File: config.mk
export PLATFORM = sky130hd
export DESIGN_NAME = llmc_top
export DESIGN_NICKNAME = d
export VERILOG_FILES = /design/src/verilog/llmc_pkg.sv /design/src/verilog/llmc_blink.sv /design/src/verilog/llmc_log.sv /design/src/verilog/llmc_top.sv
export VERILOG_INCLUDE_DIRS = /design/src /design/src/verilog
export SDC_FILE = /design/constraint.sdc
export NUM_CORES = 1
export LEC_CHECK = 0
export ABC_CLOCK_PERIOD_IN_PS = 3600
export BUFFER_PORTS_ARGS = -buffer_cell sky130_fd_sc_hd__buf_4
export CORE_ASPECT_RATIO = 1.4
export CORE_UTILIZATION = 51
export CTS_BUF_LIST = sky130_fd_sc_hd__clkbuf_4 sky130_fd_sc_hd__clkbuf_8
export DETAILED_ROUTE_END_ITERATION = 8
export PLACE_DENSITY = 0.7
export SLEW_MARGIN = 20
export SYNTH_ARGS = -nofsm -noshare
export SYNTH_HDL_FRONTEND = slang
export SYNTH_SLANG_ARGS = --single-unit
File: constraint.sdc
create_clock -name ref_clk -period 3.6 [get_ports ref_clk]
set_input_delay 0 -clock ref_clk [delete_from_list [all_inputs] [get_ports ref_clk]]
set_output_delay 0 -clock ref_clk [all_outputs]
set_load 0.005 [all_outputs]
File: src/verilog/llmc_defines.svh
`ifndef LLMC_DEFINES_SVH
`define LLMC_DEFINES_SVH

// ==========================================================================
// clock and time base
`define LLMC_CLK_PERIOD_NS 5
`define LLMC_HALF_SEC_NS 500000000
`define LLMC_HALVES(s) ((s) * 2)

// ==========================================================================
// menu timing, seconds
`define LLMC_T_LOG_MIN_S 35
`define LLMC_T_RST_MIN_S 40
`define LLMC_T_RST_MAX_S 45
`define LLMC_T_PRESENT_S 10
`define LLMC_T_SEL_IDLE_S 10
`define LLMC_T_CODE_GAP_S 2

// ==========================================================================
// lockout timing, seconds
`define LLMC_T_PAR_STBY_S 25
`define LLMC_T_PAR_PRE_S 1
`define LLMC_T_SAFETY_S 3
`define LLMC_T_AIR_CLOSE_S 15
`define LLMC_T_AIR_LOSS_S 1
`define LLMC_T_AIR_STUCK_S 120

// ==========================================================================
// counts
`define LLMC_MAX_RECYCLES 3
`define LLMC_LOG_DEPTH 10
`define LLMC_LOG_BLINKS 6
`define LLMC_RST_BLINKS 7
`define LLMC_MAX_SEL 5

// ==========================================================================
// register map, byte addresses
`define LLMC_REG_STATUS 8'h00
`define LLMC_REG_LOG 8'h04
`define LLMC_REG_COUNT 8'h08

`endif

File: src/verilog/llmc_pkg.sv
`include "llmc_defines.svh"

package llmc_pkg;

	typedef logic [8:0] llmc_tmr_t;
	typedef logic [3:0] llmc_cnt_t;

	typedef enum logic [3:0] {
		LK_NONE, LK_FLAME_STBY, LK_FLAME_PRE, LK_NO_FLAME, LK_FLAME_LOSS,
		LK_FAN, LK_VALVE, LK_NVM, LK_AIR_NOCLOSE, LK_AIR_LOSS, LK_AIR_STUCK
	} llmc_lk_t;

	typedef enum logic [2:0] {
		PH_STANDBY, PH_PREPURGE, PH_LATE_PRE, PH_SAFETY, PH_RUN, PH_POSTPURGE
	} llmc_phase_t;

	typedef enum logic [2:0] {
		M_IDLE, M_HOLD, M_SHOW, M_COUNT, M_ECHO
	} llmc_menu_t;

	typedef enum logic [1:0] {AW_IDLE, AW_OPEN, AW_STUCK} llmc_aw_t;

	typedef struct packed {
		logic flame;
		logic air_ok;
		logic gas_valve;
		logic heat_req;
		logic fan_fault;
		logic valve_fault;
		logic nvm_fault;
		llmc_phase_t phase;
	} llmc_sense_t;

	typedef struct packed {
		logic clr_log;
		logic clr_lock_cnt;
		logic clr_hours;
		logic clr_heat_cnt;
		logic restore_def;
	} llmc_act_t;

	typedef struct packed {
		logic psel;
		logic penable;
		logic pwrite;
		logic [7:0] paddr;
		logic [31:0] pwdata;
	} llmc_apb_req_t;

	typedef struct packed {
		logic [31:0] prdata;
		logic pready;
		logic pslverr;
	} llmc_apb_rsp_t;

	typedef struct packed {
		llmc_cnt_t rem;
		logic on;
		logic busy;
	} llmc_blink_st_t;

	typedef struct packed {
		logic [`LLMC_LOG_DEPTH-1:0][3:0] ent;
		llmc_cnt_t wptr;
		llmc_cnt_t cnt;
		llmc_lk_t rd_type;
		logic rd_valid;
		llmc_lk_t newest;
	} llmc_log_st_t;

endpackage : llmc_pkg

File: src/verilog/llmc_blink.sv
`timescale 1ns/1ps
`include "llmc_defines.svh"

module llmc_blink (
	input wire logic ref_clk,
	input wire logic nrst,
	input wire logic tick,
	input wire logic start,
	input wire llmc_pkg::llmc_cnt_t count,
	output logic led,
	output logic busy
);
	import llmc_pkg::*;

	llmc_blink_st_t s_r;
	llmc_blink_st_t s_nxt;

	// ======================================================================
	// half-second on, half-second off, count times
	always_comb begin
		s_nxt = s_r;
		if (start) begin
			s_nxt.rem = count;
			s_nxt.on = 1'b0;
			s_nxt.busy = (count != 4'h0);
		end else if (s_r.busy && tick) begin
			if (!s_r.on) begin
				s_nxt.on = 1'b1;
			end else begin
				s_nxt.on = 1'b0;
				s_nxt.rem = s_r.rem - 4'h1;
				s_nxt.busy = (s_r.rem != 4'h1);
			end
		end
	end

	always_ff @(posedge ref_clk) begin
		if (!nrst) begin
			s_r <= '0;
		end else begin
			s_r <= s_nxt;
		end
	end

	assign led = s_r.on;
	assign busy = s_r.busy;

endmodule : llmc_blink

File: src/verilog/llmc_log.sv
`timescale 1ns/1ps
`include "llmc_defines.svh"

module llmc_log (
	input wire logic ref_clk,
	input wire logic nrst,
	input wire logic wr,
	input wire llmc_pkg::llmc_lk_t wr_type,
	input wire logic clr,
	input wire llmc_pkg::llmc_cnt_t rd_idx,
	output llmc_pkg::llmc_lk_t rd_type,
	output logic rd_valid,
	output llmc_pkg::llmc_lk_t newest
);
	import llmc_pkg::*;

	llmc_log_st_t s_r;
	llmc_log_st_t s_nxt;
	logic [4:0] pos;
	logic [4:0] npos;

	// ======================================================================
	// ring of lockouts, index 0 is the newest
	always_comb begin
		s_nxt = s_r;
		pos = 5'(s_r.wptr) + 5'(`LLMC_LOG_DEPTH - 1) - 5'(rd_idx);
		if (pos >= 5'(`LLMC_LOG_DEPTH)) begin
			pos = pos - 5'(`LLMC_LOG_DEPTH);
		end
		npos = 5'(s_r.wptr) + 5'(`LLMC_LOG_DEPTH - 1);
		if (npos >= 5'(`LLMC_LOG_DEPTH)) begin
			npos = npos - 5'(`LLMC_LOG_DEPTH);
		end
		s_nxt.rd_valid = (rd_idx < s_r.cnt);
		s_nxt.rd_type = s_nxt.rd_valid ? llmc_lk_t'(s_r.ent[pos[3:0]]) : LK_NONE;
		s_nxt.newest = (s_r.cnt != 4'h0) ? llmc_lk_t'(s_r.ent[npos[3:0]])
			: LK_NONE;
		if (clr) begin
			s_nxt.cnt = 4'h0;
			s_nxt.wptr = 4'h0;
		end
		if (wr) begin
			// newest overwrites oldest
			s_nxt.ent[s_nxt.wptr] = wr_type;
			s_nxt.wptr = (s_nxt.wptr == 4'(`LLMC_LOG_DEPTH - 1)) ? 4'h0
				: s_nxt.wptr + 4'h1;
			if (s_nxt.cnt != 4'(`LLMC_LOG_DEPTH)) begin
				s_nxt.cnt = s_nxt.cnt + 4'h1;
			end
		end
	end

	always_ff @(posedge ref_clk) begin
		if (!nrst) begin
			s_r <= '0;
		end else begin
			s_r <= s_nxt;
		end
	end

	assign rd_type = s_r.rd_type;
	assign rd_valid = s_r.rd_valid;
	assign newest = s_r.newest;
endmodule : llmc_log

File: src/verilog/llmc_top.sv
`timescale 1ns/1ps
`include "llmc_defines.svh"

module llmc_top #(
	parameter int unsigned HALF_SEC_CYC = `LLMC_HALF_SEC_NS / `LLMC_CLK_PERIOD_NS
) (
	input wire logic ref_clk,
	input wire logic nrst,
	input wire logic button,
	input wire llmc_pkg::llmc_sense_t sense,
	input wire llmc_pkg::llmc_apb_req_t apb_req,
	output llmc_pkg::llmc_apb_rsp_t apb_rsp,
	output logic led_green,
	output logic led_red,
	output logic lockout,
	output logic recycle,
	output llmc_pkg::llmc_act_t act
);
	import llmc_pkg::*;

	typedef struct packed {
		logic [26:0] pre;
		logic tick;
		logic btn_d;
		logic heat_d;
		logic flame_d;
		llmc_menu_t menu;
		llmc_tmr_t hold;
		llmc_tmr_t mtmr;
		llmc_cnt_t sel;
		logic locked;
		logic shown;
		llmc_lk_t lk;
		llmc_tmr_t par_tmr;
		llmc_tmr_t ign_tmr;
		llmc_tmr_t loss_tmr;
		llmc_tmr_t aw_tmr;
		llmc_aw_t aw;
		logic [1:0] rcy;
		llmc_tmr_t gap;
		logic led_g;
		logic recycle;
		llmc_act_t act;
		logic [15:0] lock_cnt;
		logic [15:0] heat_cnt;
		llmc_cnt_t log_idx;
		logic [31:0] prdata;
		logic pslverr;
	} llmc_top_st_t;

	llmc_top_st_t s_r;
	llmc_top_st_t s_nxt;

	logic press;
	logic release_ev;
	logic allowed;
	logic log_win;
	logic rst_win;
	llmc_lk_t lk_ev;
	logic g_start;
	logic r_start;
	llmc_cnt_t g_cnt;
	llmc_cnt_t r_cnt;
	logic g_led;
	logic g_busy;
	logic r_led;
	logic r_busy;
	logic log_wr;
	logic log_clr;
	llmc_lk_t log_type;
	logic log_valid;
	llmc_lk_t log_newest;

	llmc_blink u_green (
		.ref_clk(ref_clk), .nrst(nrst), .tick(s_r.tick), .start(g_start),
		.count(g_cnt), .led(g_led), .busy(g_busy)
	);

	llmc_blink u_red (
		.ref_clk(ref_clk), .nrst(nrst), .tick(s_r.tick), .start(r_start),
		.count(r_cnt), .led(r_led), .busy(r_busy)
	);

	llmc_log u_log (
		.ref_clk(ref_clk), .nrst(nrst), .wr(log_wr), .wr_type(s_nxt.lk),
		.clr(log_clr), .rd_idx(s_r.log_idx), .rd_type(log_type),
		.rd_valid(log_valid), .newest(log_newest)
	);

	// ======================================================================
	// events and windows
	assign press = button && !s_r.btn_d;
	assign release_ev = !button && s_r.btn_d;
	assign allowed = (sense.phase == PH_STANDBY) || (sense.phase == PH_RUN);
	assign log_win = (s_r.hold >= llmc_tmr_t'(`LLMC_HALVES(`LLMC_T_LOG_MIN_S)))
		&& (s_r.hold < llmc_tmr_t'(`LLMC_HALVES(`LLMC_T_RST_MIN_S)));
	assign rst_win = (s_r.hold >= llmc_tmr_t'(`LLMC_HALVES(`LLMC_T_RST_MIN_S)))
		&& (s_r.hold < llmc_tmr_t'(`LLMC_HALVES(`LLMC_T_RST_MAX_S)));

	// ======================================================================
	// fault classification, highest priority first
	always_comb begin
		lk_ev = LK_NONE;
		if (sense.fan_fault) begin
			lk_ev = LK_FAN;
		end else if (sense.valve_fault) begin
			lk_ev = LK_VALVE;
		end else if (sense.nvm_fault) begin
			lk_ev = LK_NVM;
		end else if (s_r.par_tmr == llmc_tmr_t'(`LLMC_HALVES(`LLMC_T_PAR_STBY_S))
			&& sense.phase != PH_PREPURGE) begin
			lk_ev = LK_FLAME_STBY;
		end else if (s_r.par_tmr >= llmc_tmr_t'(`LLMC_HALVES(`LLMC_T_PAR_PRE_S))
			&& sense.phase == PH_PREPURGE) begin
			lk_ev = LK_FLAME_PRE;
		end else if (s_r.ign_tmr == llmc_tmr_t'(`LLMC_HALVES(`LLMC_T_SAFETY_S))) begin
			lk_ev = LK_NO_FLAME;
		end else if (s_r.recycle
			&& s_r.rcy == 2'(`LLMC_MAX_RECYCLES)) begin
			lk_ev = LK_FLAME_LOSS;
		end else if (s_r.loss_tmr == llmc_tmr_t'(`LLMC_HALVES(`LLMC_T_AIR_LOSS_S))) begin
			lk_ev = LK_AIR_LOSS;
		end else if (s_r.aw == AW_OPEN && s_r.aw_tmr
			== llmc_tmr_t'(`LLMC_HALVES(`LLMC_T_AIR_CLOSE_S))) begin
			lk_ev = LK_AIR_NOCLOSE;
		end else if (s_r.aw == AW_STUCK && s_r.aw_tmr
			== llmc_tmr_t'(`LLMC_HALVES(`LLMC_T_AIR_STUCK_S))) begin
			lk_ev = LK_AIR_STUCK;
		end
	end

	// ======================================================================
	// next state
	always_comb begin
		s_nxt = s_r;
		s_nxt.btn_d = button;
		s_nxt.heat_d = sense.heat_req;
		s_nxt.flame_d = sense.flame;
		s_nxt.tick = (s_r.pre == 27'(HALF_SEC_CYC - 1));
		s_nxt.pre = s_nxt.tick ? 27'h0 : s_r.pre + 27'h1;
		s_nxt.recycle = 1'b0;
		s_nxt.act = '0;
		g_start = 1'b0;
		g_cnt = 4'h0;
		r_start = 1'b0;
		r_cnt = 4'h0;
		log_wr = 1'b0;
		log_clr = 1'b0;

		// supervision timers, half-second resolution
		if (sense.flame && (sense.phase == PH_STANDBY
			|| sense.phase == PH_POSTPURGE || sense.phase == PH_PREPURGE)) begin
			if (s_r.tick) s_nxt.par_tmr = s_r.par_tmr + 9'h1;
		end else begin
			s_nxt.par_tmr = 9'h0;
		end
		if (sense.gas_valve && !sense.flame && sense.phase == PH_SAFETY) begin
			if (s_r.tick) s_nxt.ign_tmr = s_r.ign_tmr + 9'h1;
		end else begin
			s_nxt.ign_tmr = 9'h0;
		end
		if (!sense.air_ok && (sense.phase == PH_LATE_PRE
			|| sense.phase == PH_SAFETY || sense.phase == PH_RUN)) begin
			if (s_r.tick) s_nxt.loss_tmr = s_r.loss_tmr + 9'h1;
		end else begin
			s_nxt.loss_tmr = 9'h0;
		end
		if (!sense.flame && s_r.flame_d && sense.phase == PH_RUN
			&& !s_r.locked) begin
			s_nxt.recycle = 1'b1;
			s_nxt.rcy = s_r.rcy + 2'h1;
		end
		// air switch watch after request or recycle
		if (s_r.tick) s_nxt.aw_tmr = s_r.aw_tmr + 9'h1;
		if ((sense.heat_req && !s_r.heat_d) || s_r.recycle) begin
			s_nxt.aw = sense.air_ok ? AW_STUCK : AW_OPEN;
			s_nxt.aw_tmr = 9'h0;
		end else if (s_r.aw == AW_OPEN && sense.air_ok) begin
			s_nxt.aw = AW_IDLE;
		end else if (s_r.aw == AW_STUCK && !sense.air_ok) begin
			s_nxt.aw = AW_OPEN;
			s_nxt.aw_tmr = 9'h0;
		end
		if (sense.heat_req && !s_r.heat_d) begin
			s_nxt.heat_cnt = s_r.heat_cnt + 16'h1;
		end

		// lockout code on the red led, repeating
		if (s_r.locked && !r_busy) begin
			if (s_r.tick) s_nxt.gap = s_r.gap + 9'h1;
			if (s_r.gap == llmc_tmr_t'(`LLMC_HALVES(`LLMC_T_CODE_GAP_S))) begin
				r_start = 1'b1;
				r_cnt = s_r.lk;
				s_nxt.gap = 9'h0;
				s_nxt.shown = 1'b1;
			end
		end
		if (s_r.locked && s_r.shown && press) begin
			s_nxt.locked = 1'b0;
			s_nxt.rcy = 2'h0;
			s_nxt.aw = AW_IDLE;
		end
		// a new fault is latched only while unlocked, so a fault in the clearing cycle is not taken
		if (!s_r.locked && lk_ev != LK_NONE) begin
			s_nxt.locked = 1'b1;
			s_nxt.shown = 1'b0;
			s_nxt.gap = 9'h0;
			s_nxt.lk = lk_ev;
			s_nxt.lock_cnt = s_r.lock_cnt + 16'h1;
			log_wr = 1'b1;
		end

		// menu
		if (s_r.tick) s_nxt.mtmr = s_r.mtmr + 9'h1;
		case (s_r.menu)
			M_IDLE: begin
				if (press && !s_r.locked && allowed) begin
					s_nxt.menu = M_HOLD;
					s_nxt.hold = 9'h0;
				end
			end
			M_HOLD: begin
				if (s_r.tick && s_r.hold != 9'h1FF) begin
					s_nxt.hold = s_r.hold + 9'h1;
				end
				if (s_r.tick && s_r.hold
					== llmc_tmr_t'(`LLMC_HALVES(`LLMC_T_LOG_MIN_S) - 1)) begin
					g_start = 1'b1;
					g_cnt = 4'(`LLMC_LOG_BLINKS);
				end
				if (s_r.tick && s_r.hold
					== llmc_tmr_t'(`LLMC_HALVES(`LLMC_T_RST_MIN_S) - 1)) begin
					g_start = 1'b1;
					g_cnt = 4'(`LLMC_RST_BLINKS);
				end
				if (release_ev) begin
					s_nxt.mtmr = 9'h0;
					s_nxt.sel = 4'h0;
					s_nxt.menu = M_IDLE;
					if (!allowed) begin
						s_nxt.menu = M_IDLE;
					end else if (log_win) begin
						s_nxt.menu = M_SHOW;
						r_start = 1'b1;
						r_cnt = log_newest;
					end else if (rst_win) begin
						s_nxt.menu = M_COUNT;
						g_start = 1'b1;
						g_cnt = 4'h0;
					end
				end
			end
			M_SHOW: begin
				if (press) begin
					s_nxt.mtmr = 9'h0;
					r_start = 1'b1;
					r_cnt = log_newest;
				end else if (s_r.mtmr
					== llmc_tmr_t'(`LLMC_HALVES(`LLMC_T_PRESENT_S))) begin
					s_nxt.menu = M_IDLE;
				end
			end
			M_COUNT: begin
				if (press) begin
					s_nxt.mtmr = 9'h0;
					if (s_r.sel != 4'hF) s_nxt.sel = s_r.sel + 4'h1;
				end else if (button) begin
					s_nxt.mtmr = 9'h0;
				end else if (s_r.mtmr
					== llmc_tmr_t'(`LLMC_HALVES(`LLMC_T_SEL_IDLE_S))) begin
					s_nxt.menu = (s_r.sel == 4'h0) ? M_IDLE : M_ECHO;
					g_start = 1'b1;
					g_cnt = s_r.sel;
				end
			end
			M_ECHO: begin
				if (!g_busy) begin
					s_nxt.menu = M_IDLE;
					case (s_r.sel)
						4'h1: begin
							s_nxt.act.clr_log = 1'b1;
							log_clr = 1'b1;
						end
						4'h2: begin
							s_nxt.act.clr_lock_cnt = 1'b1;
							s_nxt.lock_cnt = 16'h0;
						end
						4'h3: s_nxt.act.clr_hours = 1'b1;
						4'h4: begin
							s_nxt.act.clr_heat_cnt = 1'b1;
							s_nxt.heat_cnt = 16'h0;
						end
						4'(`LLMC_MAX_SEL): s_nxt.act.restore_def = 1'b1;
						default: s_nxt.act = '0;
					endcase
				end
			end
			default: s_nxt.menu = M_IDLE;
		endcase
		if (!s_r.locked && lk_ev != LK_NONE) s_nxt.menu = M_IDLE;
		s_nxt.led_g = (s_r.menu == M_COUNT) ? button : g_led;

		// register slave: read data taken in the setup cycle
		if (apb_req.psel && !apb_req.penable) begin
			s_nxt.pslverr = 1'b0;
			case (apb_req.paddr)
				`LLMC_REG_STATUS: s_nxt.prdata = {21'h0, s_r.rcy,
					s_r.menu, s_r.lk, s_r.shown, s_r.locked};
				`LLMC_REG_LOG: s_nxt.prdata = {23'h0, log_valid, log_type,
					s_r.log_idx};
				`LLMC_REG_COUNT: s_nxt.prdata = {s_r.heat_cnt, s_r.lock_cnt};
				default: begin
					s_nxt.prdata = 32'h0;
					s_nxt.pslverr = 1'b1;
				end
			endcase
		end
		if (apb_req.psel && apb_req.penable && apb_req.pwrite
			&& apb_req.paddr == `LLMC_REG_LOG) begin
			s_nxt.log_idx = apb_req.pwdata[3:0];
		end
	end

	always_ff @(posedge ref_clk) begin
		if (!nrst) begin
			s_r <= '0;
		end else begin
			s_r <= s_nxt;
		end
	end

	assign apb_rsp = {s_r.prdata, 1'b1,
		s_r.pslverr && apb_req.psel && apb_req.penable};
	assign led_green = s_r.led_g;
	assign led_red = r_led;
	assign lockout = s_r.locked;
	assign recycle = s_r.recycle;
	assign act = s_r.act;
endmodule : llmc_top
==> flow_summary.yaml, run 1 <==
die:
  rows: 68
  dieArea_mm2: 0.02590
  die_w_um: 136.3
  initial_core_util_pct: 52.01
  ios: 99
  die_h_um: 190.0
  core-area_mm2: 0.02476
min_path:
  hold_path.startpoint: "apb_req[35]"
  hp-class: "in2reg"
  holdPathEnd: "apb_rsp[11]$_SDFFE_PN0P_"
  hold_path_depth: 4
route:
  routedWlPerCell_um: 15.23
  route.detailed.drc: 0
  wirelength_um: 28760
  first_iter_violations: 576
  vias: 10580
  dr.pass1.iters: 5
  viasPerCell: 5.601
  final_antenna_net_count: 0
sta:
  finalHoldViolations: 0
  tightest_slew_ps: 831.9
  rsz0062_at_grt: "false"
  finalCritPeriodShare_pct: 93.06
  clock_skew_ps: 29.99
  fmax_mhz: 298.5
  fin_crit_ps: 3350
  setup_viol: 0
  drv_slew: 0
  setup-tns-final_ps: 0
  relSlewSlack_pct: 44.54
synthesis:
  yosys-top-cells-count: "268 x nor2_1, 256 x dfxtp_1, 97 x nand2_1"
  synthFlopType: "dfxtp_1"
  yosys_warnings: 0
  ys_seq_area_share_pct: 39.80
  ys_ff_latch: 256
  synth_area_per_cell_um2: 8.666
  synthArstFlopShare_pct: 0
  synth-edff-count: 0
  syn-num-nets: 1585
  syn-cell-area_mm2: 0.01288
  yosysTopAreaCell: "dfxtp_1"
  netlist_instances: 1486
  yosys.cell_types.count: 72
  synth_top_area_share_pct: 39.80
  synth_area_leaders: "dfxtp_1 40%, nor2_1 7.8%, xor2_1 5.2%"
  synth_most_common_cell: "nor2_1"
placement:
  place_inst: 1794
  port_buffers: 69
  hpwlAfterDp_um: 20380
  place_congestion: 0.8716
clock_tree:
  cts_buffers: 40
  clk_latency_ps: 560
  tritoncts: "built"
  clk_path_buf_depth: 3
  h-tree-depth: 2
  path_clk_slew_ps: 60
  clock-sinks: 256
  root_buffer: "clkbuf_8"
  cts_resized: 0
setup_path:
  cp-end-kind: "flip-flop"
  cp-start-kind: "flip-flop"
  crit_chain: "ha_1, xor2_1, ha_1, xor2_1, ha_1, inv_1, a31o_2, o211ai_2, buf_4, mux2_2, o221ai_1, o211ai_1"
  cp_common_cell: "ha_1"
  rrSetupSlack_ps: 250
  r2r_end: "u_log.rd_type[1]$_SDFF_PN0_"
  required_ps: 4010
  rr_worst_depth: 12
  cp.arrival_ps: 3760
  cp_max_fo: 14
  crit_path_top_delay_cell: "dfxtp_1"
  r2r-start: "u_log.s_r[13]$_SDFF_PN0_"
  max_stage_delay_ps: 420
  path_class: "reg2reg"
final_layout:
  drive_above_1_share_pct: 12.78
  seqCellArea_mm2: 0.005125
  syn_to_final_growth_pct: 12.70
  stdcell_count: 1888
  final_nets: 1645
  fillerInstances: 2198
  multiInputGateArea_mm2: 0.006984
  utilization_pct: 58.62
  diodes: 0
global_routing:
  grt.total_usage_pct: 22.66
  grt_max_degree: 54
  grt_pass1_wl_um: 47600
  grt-ovfl-total: 0
  grt_pass1_vias: 10290
  antenna_found_initial: 0
pwr:
  cellPowerDensity_mw_per_mm2: 412.7
  switchingPower_w: 0.001458
  cell_internal_pwr_w: 0.004531
  vdd_ir_drop_max_mv: 0.3096
  seq_power_share_pct: 48.4
  p_leak_nw: 5.680
  p_sw_share_pct: 24.34
  power_frac_clock_pct: 42.4
  comb_power_share_pct: 9.3
run:
  drv_cap: 0
status:
  status: "finished, final reports clean"
## registers in the layout, summed over array words and instances, names as in the netlist
register	cells
s_r	147
u_log.s_r	48
apb_rsp	32
act	5
u_green.s_r	4
u_log.newest	4
u_log.rd_type	4
u_red.s_r	4
led_green	1
lockout	1
recycle	1
u_green.busy	1
u_green.led	1
u_log.rd_valid	1
u_red.busy	1
u_red.led	1
## critical path: cells and delay by family, from the launching register on
| family | cells | cell delay [ps] |
|---|---|---|
| xor+xnor | 2 | 490 |
| fa+ha+maj | 3 | 880 |
| mux | 1 | 350 |
| buf+inv | 2 | 350 |
| flops | 1 | 420 |
| compound gates | 4 | 700 |
## worst max-delay path by stage
stage / start / to / slack [ps]
6_report: u_log.s_r[13]$_SDFF_PN0_ / u_log.rd_type[1]$_SDFF_PN0_ / 250
5_1_grt: u_log.s_r[13]$_SDFF_PN0_ / u_log.rd_type[1]$_SDFF_PN0_ / 0.8
4_1_cts: u_log.s_r[13]$_SDFF_PN0_ / u_log.rd_type[3]$_SDFF_PN0_ / 250
3_5_place_dp: u_log.s_r[13]$_SDFF_PN0_ / u_log.rd_type[3]$_SDFF_PN0_ / 280
3_3_place_gp: u_log.s_r[13]$_SDFF_PN0_ / u_log.rd_type[3]$_SDFF_PN0_ / 360
2_1_floorplan: u_log.s_r[14]$_SDFF_PN0_ / u_log.rd_type[3]$_SDFF_PN0_ / 280
## power groups by stage
stage / sequential, W / combinational, W / clock [W]
global route: 0.00290 / 0.000608 / 0.00274
global placement: 0.00296 / 0.000521 / 0
floorplan: 0.00294 / 0.000388 / 0
detailed placement: 0.00296 / 0.000531 / 0
finish: 0.00290 / 0.000554 / 0.00254
CTS: 0.00290 / 0.000555 / 0.00261
## cells in the final DEF, fill, tap and decap left out, drive strengths merged, types with 48 or more instances in the layout
master	instances
nand3	63
nand4	48
clkbuf	63
inv	58
dfxtp	256
buf	94
xor2	77
mux2i	64
nor2	268
nand2	98
## logic make-up after synthesis
kind of cell,after synthesis,share of synthesized area [%]
multiplexers,84,7.773
flip-flops,256,39.80
AO/OA/AOI/OAI,188,9.891
XOR/XNOR,124,8.434
other,1,0.02912
adder cells (fa/ha/maj),43,4.236
AND/OR/NAND/NOR,631,23.83
buffers and inverters,159,6.005
## what timing repair did
item / CTS / global route
setup buffers: 0 / 0
hold buffers: 25 / 0
endpoints found under the hold margin: 73 / 0
## stage by stage
stage                     area, µm²  power, W  hold slack [ps]  worst slack [ps]
after floorplan               12880  0.003331            121.7             278.6
after global placement        13430  0.003477            216.9             360.4
after detailed placement      13430  0.003489            224.5             279.3
after CTS                     14510  0.006065            8.310             251.5
after global routing          14510  0.006247            54.34            0.7607
final                         14510  0.005989            35.01             249.9
## routing by layer
| metal | part of all wire (%) | wire length, µm | up-vias | global-route usage [%] |
|---|---|---|---|---|
| met5 | 0 | 0 | - | 0 |
| met4 | 3.4 | 990 | 0 | 10.56 |
| met3 | 3.8 | 1107 | 69 | 3.597 |
| met2 | 51 | 14640 | 223 | 41.19 |
| met1 | 42 | 12020 | 5033 | 25.41 |
| li1 | - | - | 5250 | - |
## final cells by class
type | count | share of cell area, %
clock buffers | 63 | 5.328
well taps | 315 | 2.716
clock inverters | 6 | 0.4224
flip-flops and latches | 256 | 35.31
repair buffers | 119 | 6.587
inverters | 58 | 1.509
multi-input cells | 1071 | 48.12
Note: power is estimated with default switching activity, not from simulation.
==> run 2: changes to the inputs <==
--- a/config.mk
+++ b/config.mk
@@ -6,8 +6,8 @@
 export SDC_FILE = /design/constraint.sdc
 export NUM_CORES = 1
 export LEC_CHECK = 0
-export ABC_CLOCK_PERIOD_IN_PS = 3600
-export BUFFER_PORTS_ARGS = -buffer_cell sky130_fd_sc_hd__buf_4
+export ABC_CLOCK_PERIOD_IN_PS = 3300
+export BUFFER_PORTS_ARGS = -buffer_cell sky130_fd_sc_hd__buf_2
 export CORE_ASPECT_RATIO = 1.4
 export CORE_UTILIZATION = 51
 export CTS_BUF_LIST = sky130_fd_sc_hd__clkbuf_4 sky130_fd_sc_hd__clkbuf_8
==> constraint.sdc (replaced) <==
create_clock -name ref_clk -period 3.3 [get_ports ref_clk]
set_input_delay 0 -clock ref_clk [delete_from_list [all_inputs] [get_ports ref_clk]]
set_output_delay 0 -clock ref_clk [all_outputs]
set_load 0.005 [all_outputs]
==> flow_summary.yaml, run 2 (synthesis results as in run 1) <==
status:
  status: "finished, final reports clean"
pwr:
  cellPowerDensity_mw_per_mm2: 450.8
  comb_power_share_pct: 9.5
  cell_internal_pwr_w: 0.004899
  p_leak_nw: 5.698
  power.total_w: 0.006521
  vdd_ir_drop_max_mv: 0.3340
  power_frac_clock_pct: 42.0
  seq_power_share_pct: 48.5
  switchingPower_w: 0.001622
  p_sw_share_pct: 24.87
run:
  drv_cap: 0
die:
  rows: 68
  core-area_mm2: 0.02476
  initial_core_util_pct: 52.01
  die_w_um: 136.3
  dieArea_mm2: 0.02590
  die_h_um: 190.0
  ios: 99
placement:
  port_buffers: 69
  place_ws_ps: 58.44
  placedInstanceArea_mm2: 0.01337
  place_congestion: 0.8664
  hpwlAfterDp_um: 20450
final_layout:
  fillerInstances: 2201
  final_cell_mix: "268 x nor2_1, 254 x dfxtp_1, 97 x nand2_1, 76 x xor2_1, 69 x buf_2"
  syn_to_final_growth_pct: 12.35
  largest-register: "s_r"
  seqCellArea_mm2: 0.005127
  final_common_cell: "nor2_1"
  drive_above_1_share_pct: 14.08
  diodes: 0
  final_area_mm2: 0.01447
  largest_reg_flops: 147
  multiInputGateArea_mm2: 0.007056
  final_nets: 1655
global_routing:
  grt_max_degree: 58
  antenna_found_initial: 0
  grt-ovfl-total: 0
  grt_pass1_vias: 9931
  grt.total_usage_pct: 22.62
  grt_pass1_wl_um: 47570
route:
  routed.top_layer: "met4"
  wl_met3_um: 1196
  first_iter_violations: 549
  route.detailed.drc: 0
  wirelength_um: 28780
  met1_length_um: 12200
  route.met2.wl_um: 14410
  viasPerCell: 5.492
  vias: 10430
  dr.pass1.iters: 5
  final_antenna_net_count: 0
  routedWlPerCell_um: 15.15
setup_path:
  cp.arrival_ps: 3560
  path_class: "reg2reg"
  max_stage_delay_ps: 490
  crit_path_top_delay_cell: "mux4_2"
  crit_chain: "ha_4, xor2_1, ha_1, and3b_1, or3_1, a31o_2, o211ai_4, buf_12, mux4_2, nand2_1, o211ai_1"
  cp-start-kind: "flip-flop"
  cp-end-kind: "flip-flop"
  required_ps: 3730
  cp_max_fo: 17
clock_tree:
  clk_path_buf_depth: 3
  cts_buffers: 41
  tritoncts: "built"
  clock-sinks: 256
  root_buffer: "clkbuf_8"
  path_clk_slew_ps: 60
  clk_latency_ps: 560
  h-tree-depth: 2
sta:
  finalCritPeriodShare_pct: 94.79
  finalHoldViolations: 0
  setup_viol: 0
  tightest_slew_ps: 1097
  fin_crit_ps: 3128
  drv_slew: 0
  setup-tns-final_ps: 0
  fmax_mhz: 319.7
  rsz0062_at_grt: "false"
  layout_setup_ws_ps: 172.1
  clock_skew_ps: 32.25
  relSlewSlack_pct: 26.87
min_path:
  hp-class: "in2reg"
-- run 2: changes by cell type in the layout (fill, tap and decap cells not counted), sizes merged --
| cell | before | now |
|---|---|---|
| clkinvlp | 1 | 3 |
| clkinv | 4 | 6 |
| inv | 58 | 57 |
| buf | 94 | 107 |
| dlygate4sd3 | 25 | 21 |
| clkbuf | 63 | 62 |
-- run 2: per-stage QoR --
| stage | std cells | utilization, % | hold WS [ps] |
|---|---|---|---|
| after global placement | 1806 | 53.99 | 227.5 |
| after detailed placement | 1806 | 53.99 | 231.7 |
| after CTS | 1898 | 58.14 | 11.77 |
| after global routing | 1899 | 58.43 | 24.49 |
| final | 1899 | 58.43 | 28.67 |
| after floorplan | 1486 | - | 121.7 |
-- run 2: per-layer routing --
layer,vias up,global-route usage (%)
li1,5252,-
met1,4912,26.08
met2,199,40.86
met3,67,3.864
met4,0,8.889
met5,-,0
-- run 2: worst paths after layout --
kind | to | slack, ps | cells past startpoint | startpoint
worst min-delay path | recycle$_SDFF_PN0_ | 30 | 4 | sense[2]
worst min register to register | s_r[160]$_SDFF_PP0_ | 460 | 1 | s_r[160]$_SDFF_PP0_
worst max register to register | u_log.rd_type[3]$_SDFF_PN0_ | 170 | 11 | u_log.s_r[13]$_SDFF_PN0_
worst max-delay path | u_log.rd_type[3]$_SDFF_PN0_ | 170 | 11 | u_log.s_r[13]$_SDFF_PN0_
-- run 2: power groups by stage --
| stage | combinational, W | clock (W) | sequential, W |
|---|---|---|---|
| after detailed placement | 0.000586 | 0 | 0.00323 |
| after global placement | 0.000577 | 0 | 0.00323 |
| after CTS | 0.000609 | 0.00282 | 0.00316 |
| after floorplan | 0.000426 | 0 | 0.00321 |
| after global routing | 0.000681 | 0.00296 | 0.00317 |
| final | 0.000619 | 0.00274 | 0.00316 |
-- run 2: worst max-delay path, delay by kind of cell, from the launching register on --
kind / cells / cell delay (ps)
XOR/XNOR: 1 / 200
AO/OA/AOI/OAI: 3 / 560
multiplexers: 1 / 490
buffers and inverters: 1 / 180
flip-flops: 1 / 410
adder cells (fa/ha/maj): 2 / 470
AND/OR/NAND/NOR: 3 / 690
-- run 2: what timing repair did --
item	CTS	global route
gates resized for setup	0	11
hold buffers	21	0
setup endpoints to repair	0	4
buffers inserted	0	1
hold endpoints to repair	41	0
-- run 2: area by class of cell --
class / count / share of cell area [%]
Clock buffer: 62 / 5.120
Clock inverter: 9 / 0.5362
Inverter: 58 / 1.513
Multi-Input combinational cell: 1071 / 48.77
Sequential cell: 256 / 35.44
Tap cell: 315 / 2.724
Timing Repair Buffer: 128 / 5.898
==> run 3: changes to the inputs <==
--- a/config.mk
+++ b/config.mk
@@ -8,7 +8,7 @@
 export LEC_CHECK = 0
 export ABC_CLOCK_PERIOD_IN_PS = 3300
 export BUFFER_PORTS_ARGS = -buffer_cell sky130_fd_sc_hd__buf_2
-export CORE_ASPECT_RATIO = 1.4
+export CAP_MARGIN = 20
 export CORE_UTILIZATION = 51
 export CTS_BUF_LIST = sky130_fd_sc_hd__clkbuf_4 sky130_fd_sc_hd__clkbuf_8
 export DETAILED_ROUTE_END_ITERATION = 8
==> flow_summary.yaml, run 3 (synthesis results as in run 1) <==
setup_path:
  rr_worst_depth: 11
  r2r_end: "u_log.rd_type[0]$_SDFF_PN0_"
  cp.arrival_ps: 3570
  path_class: "reg2reg"
  rrSetupSlack_ps: 160
  required_ps: 3730
  cp-end-kind: "flip-flop"
  r2r-start: "u_log.s_r[13]$_SDFF_PN0_"
  cp-start-kind: "flip-flop"
  cp_max_fo: 17
route:
  viasPerCell: 5.481
  wirelength_um: 28980
  vias: 10500
  dr.pass1.iters: 5
  routedWlPerCell_um: 15.13
  route.detailed.drc: 0
  final_antenna_net_count: 0
  first_iter_violations: 588
final_layout:
  final_cell_mix: "268 x nor2_1, 254 x dfxtp_1, 97 x nand2_1, 76 x xor2_1, 69 x buf_2"
  utilization_pct: 59.48
  final_area_mm2: 0.01459
  drive_above_1_share_pct: 13.83
  syn_to_final_growth_pct: 13.31
  diodes: 0
  final_common_cell: "nor2_1"
  final_nets: 1664
  largest_reg_flops: 147
  largest-register: "s_r"
pwr:
  cellPowerDensity_mw_per_mm2: 458.9
  p_leak_nw: 5.760
  vdd_ir_drop_max_mv: 0.3298
global_routing:
  grt_pass1_vias: 10120
  grt_pass1_wl_um: 48560
  grt_max_degree: 51
  antenna_found_initial: 0
  grt-ovfl-total: 0
  grt.total_usage_pct: 22.50
sta:
  finalHoldViolations: 0
  setup_viol: 0
  fmax_mhz: 318.7
  finalCritPeriodShare_pct: 95.08
  relSlewSlack_pct: 46.95
  drv_slew: 0
  tightest_slew_ps: 795.7
  setup-tns-final_ps: 0
  fin_crit_ps: 3138
  rsz0062_at_grt: "false"
  layout_setup_ws_ps: 162.4
  clock_skew_ps: 21.53
die:
  initial_core_util_pct: 52.49
  dieArea_mm2: 0.02589
  core-area_mm2: 0.02453
  die_w_um: 160.9
  ios: 99
  die_h_um: 160.9
  rows: 57
placement:
  place_congestion: 0.8346
  hpwlAfterDp_um: 20020
  placedInstanceArea_mm2: 0.01334
  port_buffers: 69
  place_ws_ps: 30.76
clock_tree:
  clk_latency_ps: 560
  h-tree-depth: 2
  clock-sinks: 256
  path_clk_slew_ps: 60
  tritoncts: "built"
  cts_buffers: 45
  clk_path_buf_depth: 3
  root_buffer: "clkbuf_8"
min_path:
  holdPathEnd: "recycle$_SDFF_PN0_"
  hold_path.startpoint: "sense[2]"
  hold_path_depth: 4
  hp-class: "in2reg"
status:
  status: "finished, final reports clean"
run:
  drv_cap: 0
-- run 3: cell types whose count changed in the layout (fill, tap and decap cells not counted), sizes merged --
cell,delta
bufinv,-1
clkbuf,+9
dlygate4sd3,+9
buf,-5
clkinvlp,-3
inv,+2
clkinv,-4
-- run 3: cell type report --
type	count	area (µm²)
clock buffers	70	869.6
clock inverters	3	25.02
fillers	2202	9942
inverters	58	219.0
multi-input cells	1071	7028
flip-flops and latches	256	5127
well taps	324	405.4
repair buffers	133	917.1
-- run 3: power by group --
group / total [W] / leakage [nW] / switching [W] / internal, W
clock: 0.00292 / 0.479 / 0.00126 / 0.00166
sequential: 0.00317 / 2.07 / 0.0000406 / 0.00313
combinational: 0.000611 / 3.21 / 0.000351 / 0.000260
total: 0.00670 / 5.76 / 0.00165 / 0.00505
-- run 3: timing repair --
| action | CTS | global route |
|---|---|---|
| endpoints found under the setup margin | 0 | 4 |
| hold buffers | 30 | 0 |
| gates resized for setup | 0 | 8 |
| hold endpoints to repair | 54 | 0 |
| setup buffers | 0 | 1 |
-- run 3: through the flow --
stage	cells	hold slack [ps]	total power, W
3_3_place_gp	1810	224.4	0.003793
5_1_grt	1915	85.76	0.006972
4_1_cts	1913	27.41	0.006770
6_report	1915	53.15	0.006696
3_5_place_dp	1810	230.5	0.003808
2_1_floorplan	1486	121.7	0.003637
-- run 3: metal layers --
metal	vias up	part of all wire, %	GRT usage, %
met1	4941	45	28.91
met5	-	0	0
met4	0	2.4	8.105
met2	230	48	37.74
li1	5272	-	-
met3	54	4.8	3.977
-- run 3: worst max-delay path by stage --
stage,cells past startpoint,slack (ps),endpoint,start
detailed placement,12,30,u_log.rd_type[0]$_SDFF_PN0_,u_log.s_r[14]$_SDFF_PN0_
CTS,12,6,u_log.rd_type[0]$_SDFF_PN0_,u_log.s_r[14]$_SDFF_PN0_
finish,11,160,u_log.rd_type[0]$_SDFF_PN0_,u_log.s_r[13]$_SDFF_PN0_
global route,9,0.8,u_log.s_r[30]$_SDFFE_PN0P_,s_r[116]$_SDFFE_PN0P_
global placement,11,120,u_log.rd_type[0]$_SDFF_PN0_,u_log.s_r[13]$_SDFF_PN0_
floorplan,12,60,u_log.rd_type[3]$_SDFF_PN0_,u_log.s_r[14]$_SDFF_PN0_
-- run 3: critical path, stage by stage (launching register included) --
cell      delay [ps]
dfxtp_2          420
ha_4             200
xor2_2           160
ha_1             290
and3b_1          210
or3_1            400
a31o_2           290
o211ai_4         180
buf_12           180
mux4_2           510
nand2_1           80
o211ai_1          80
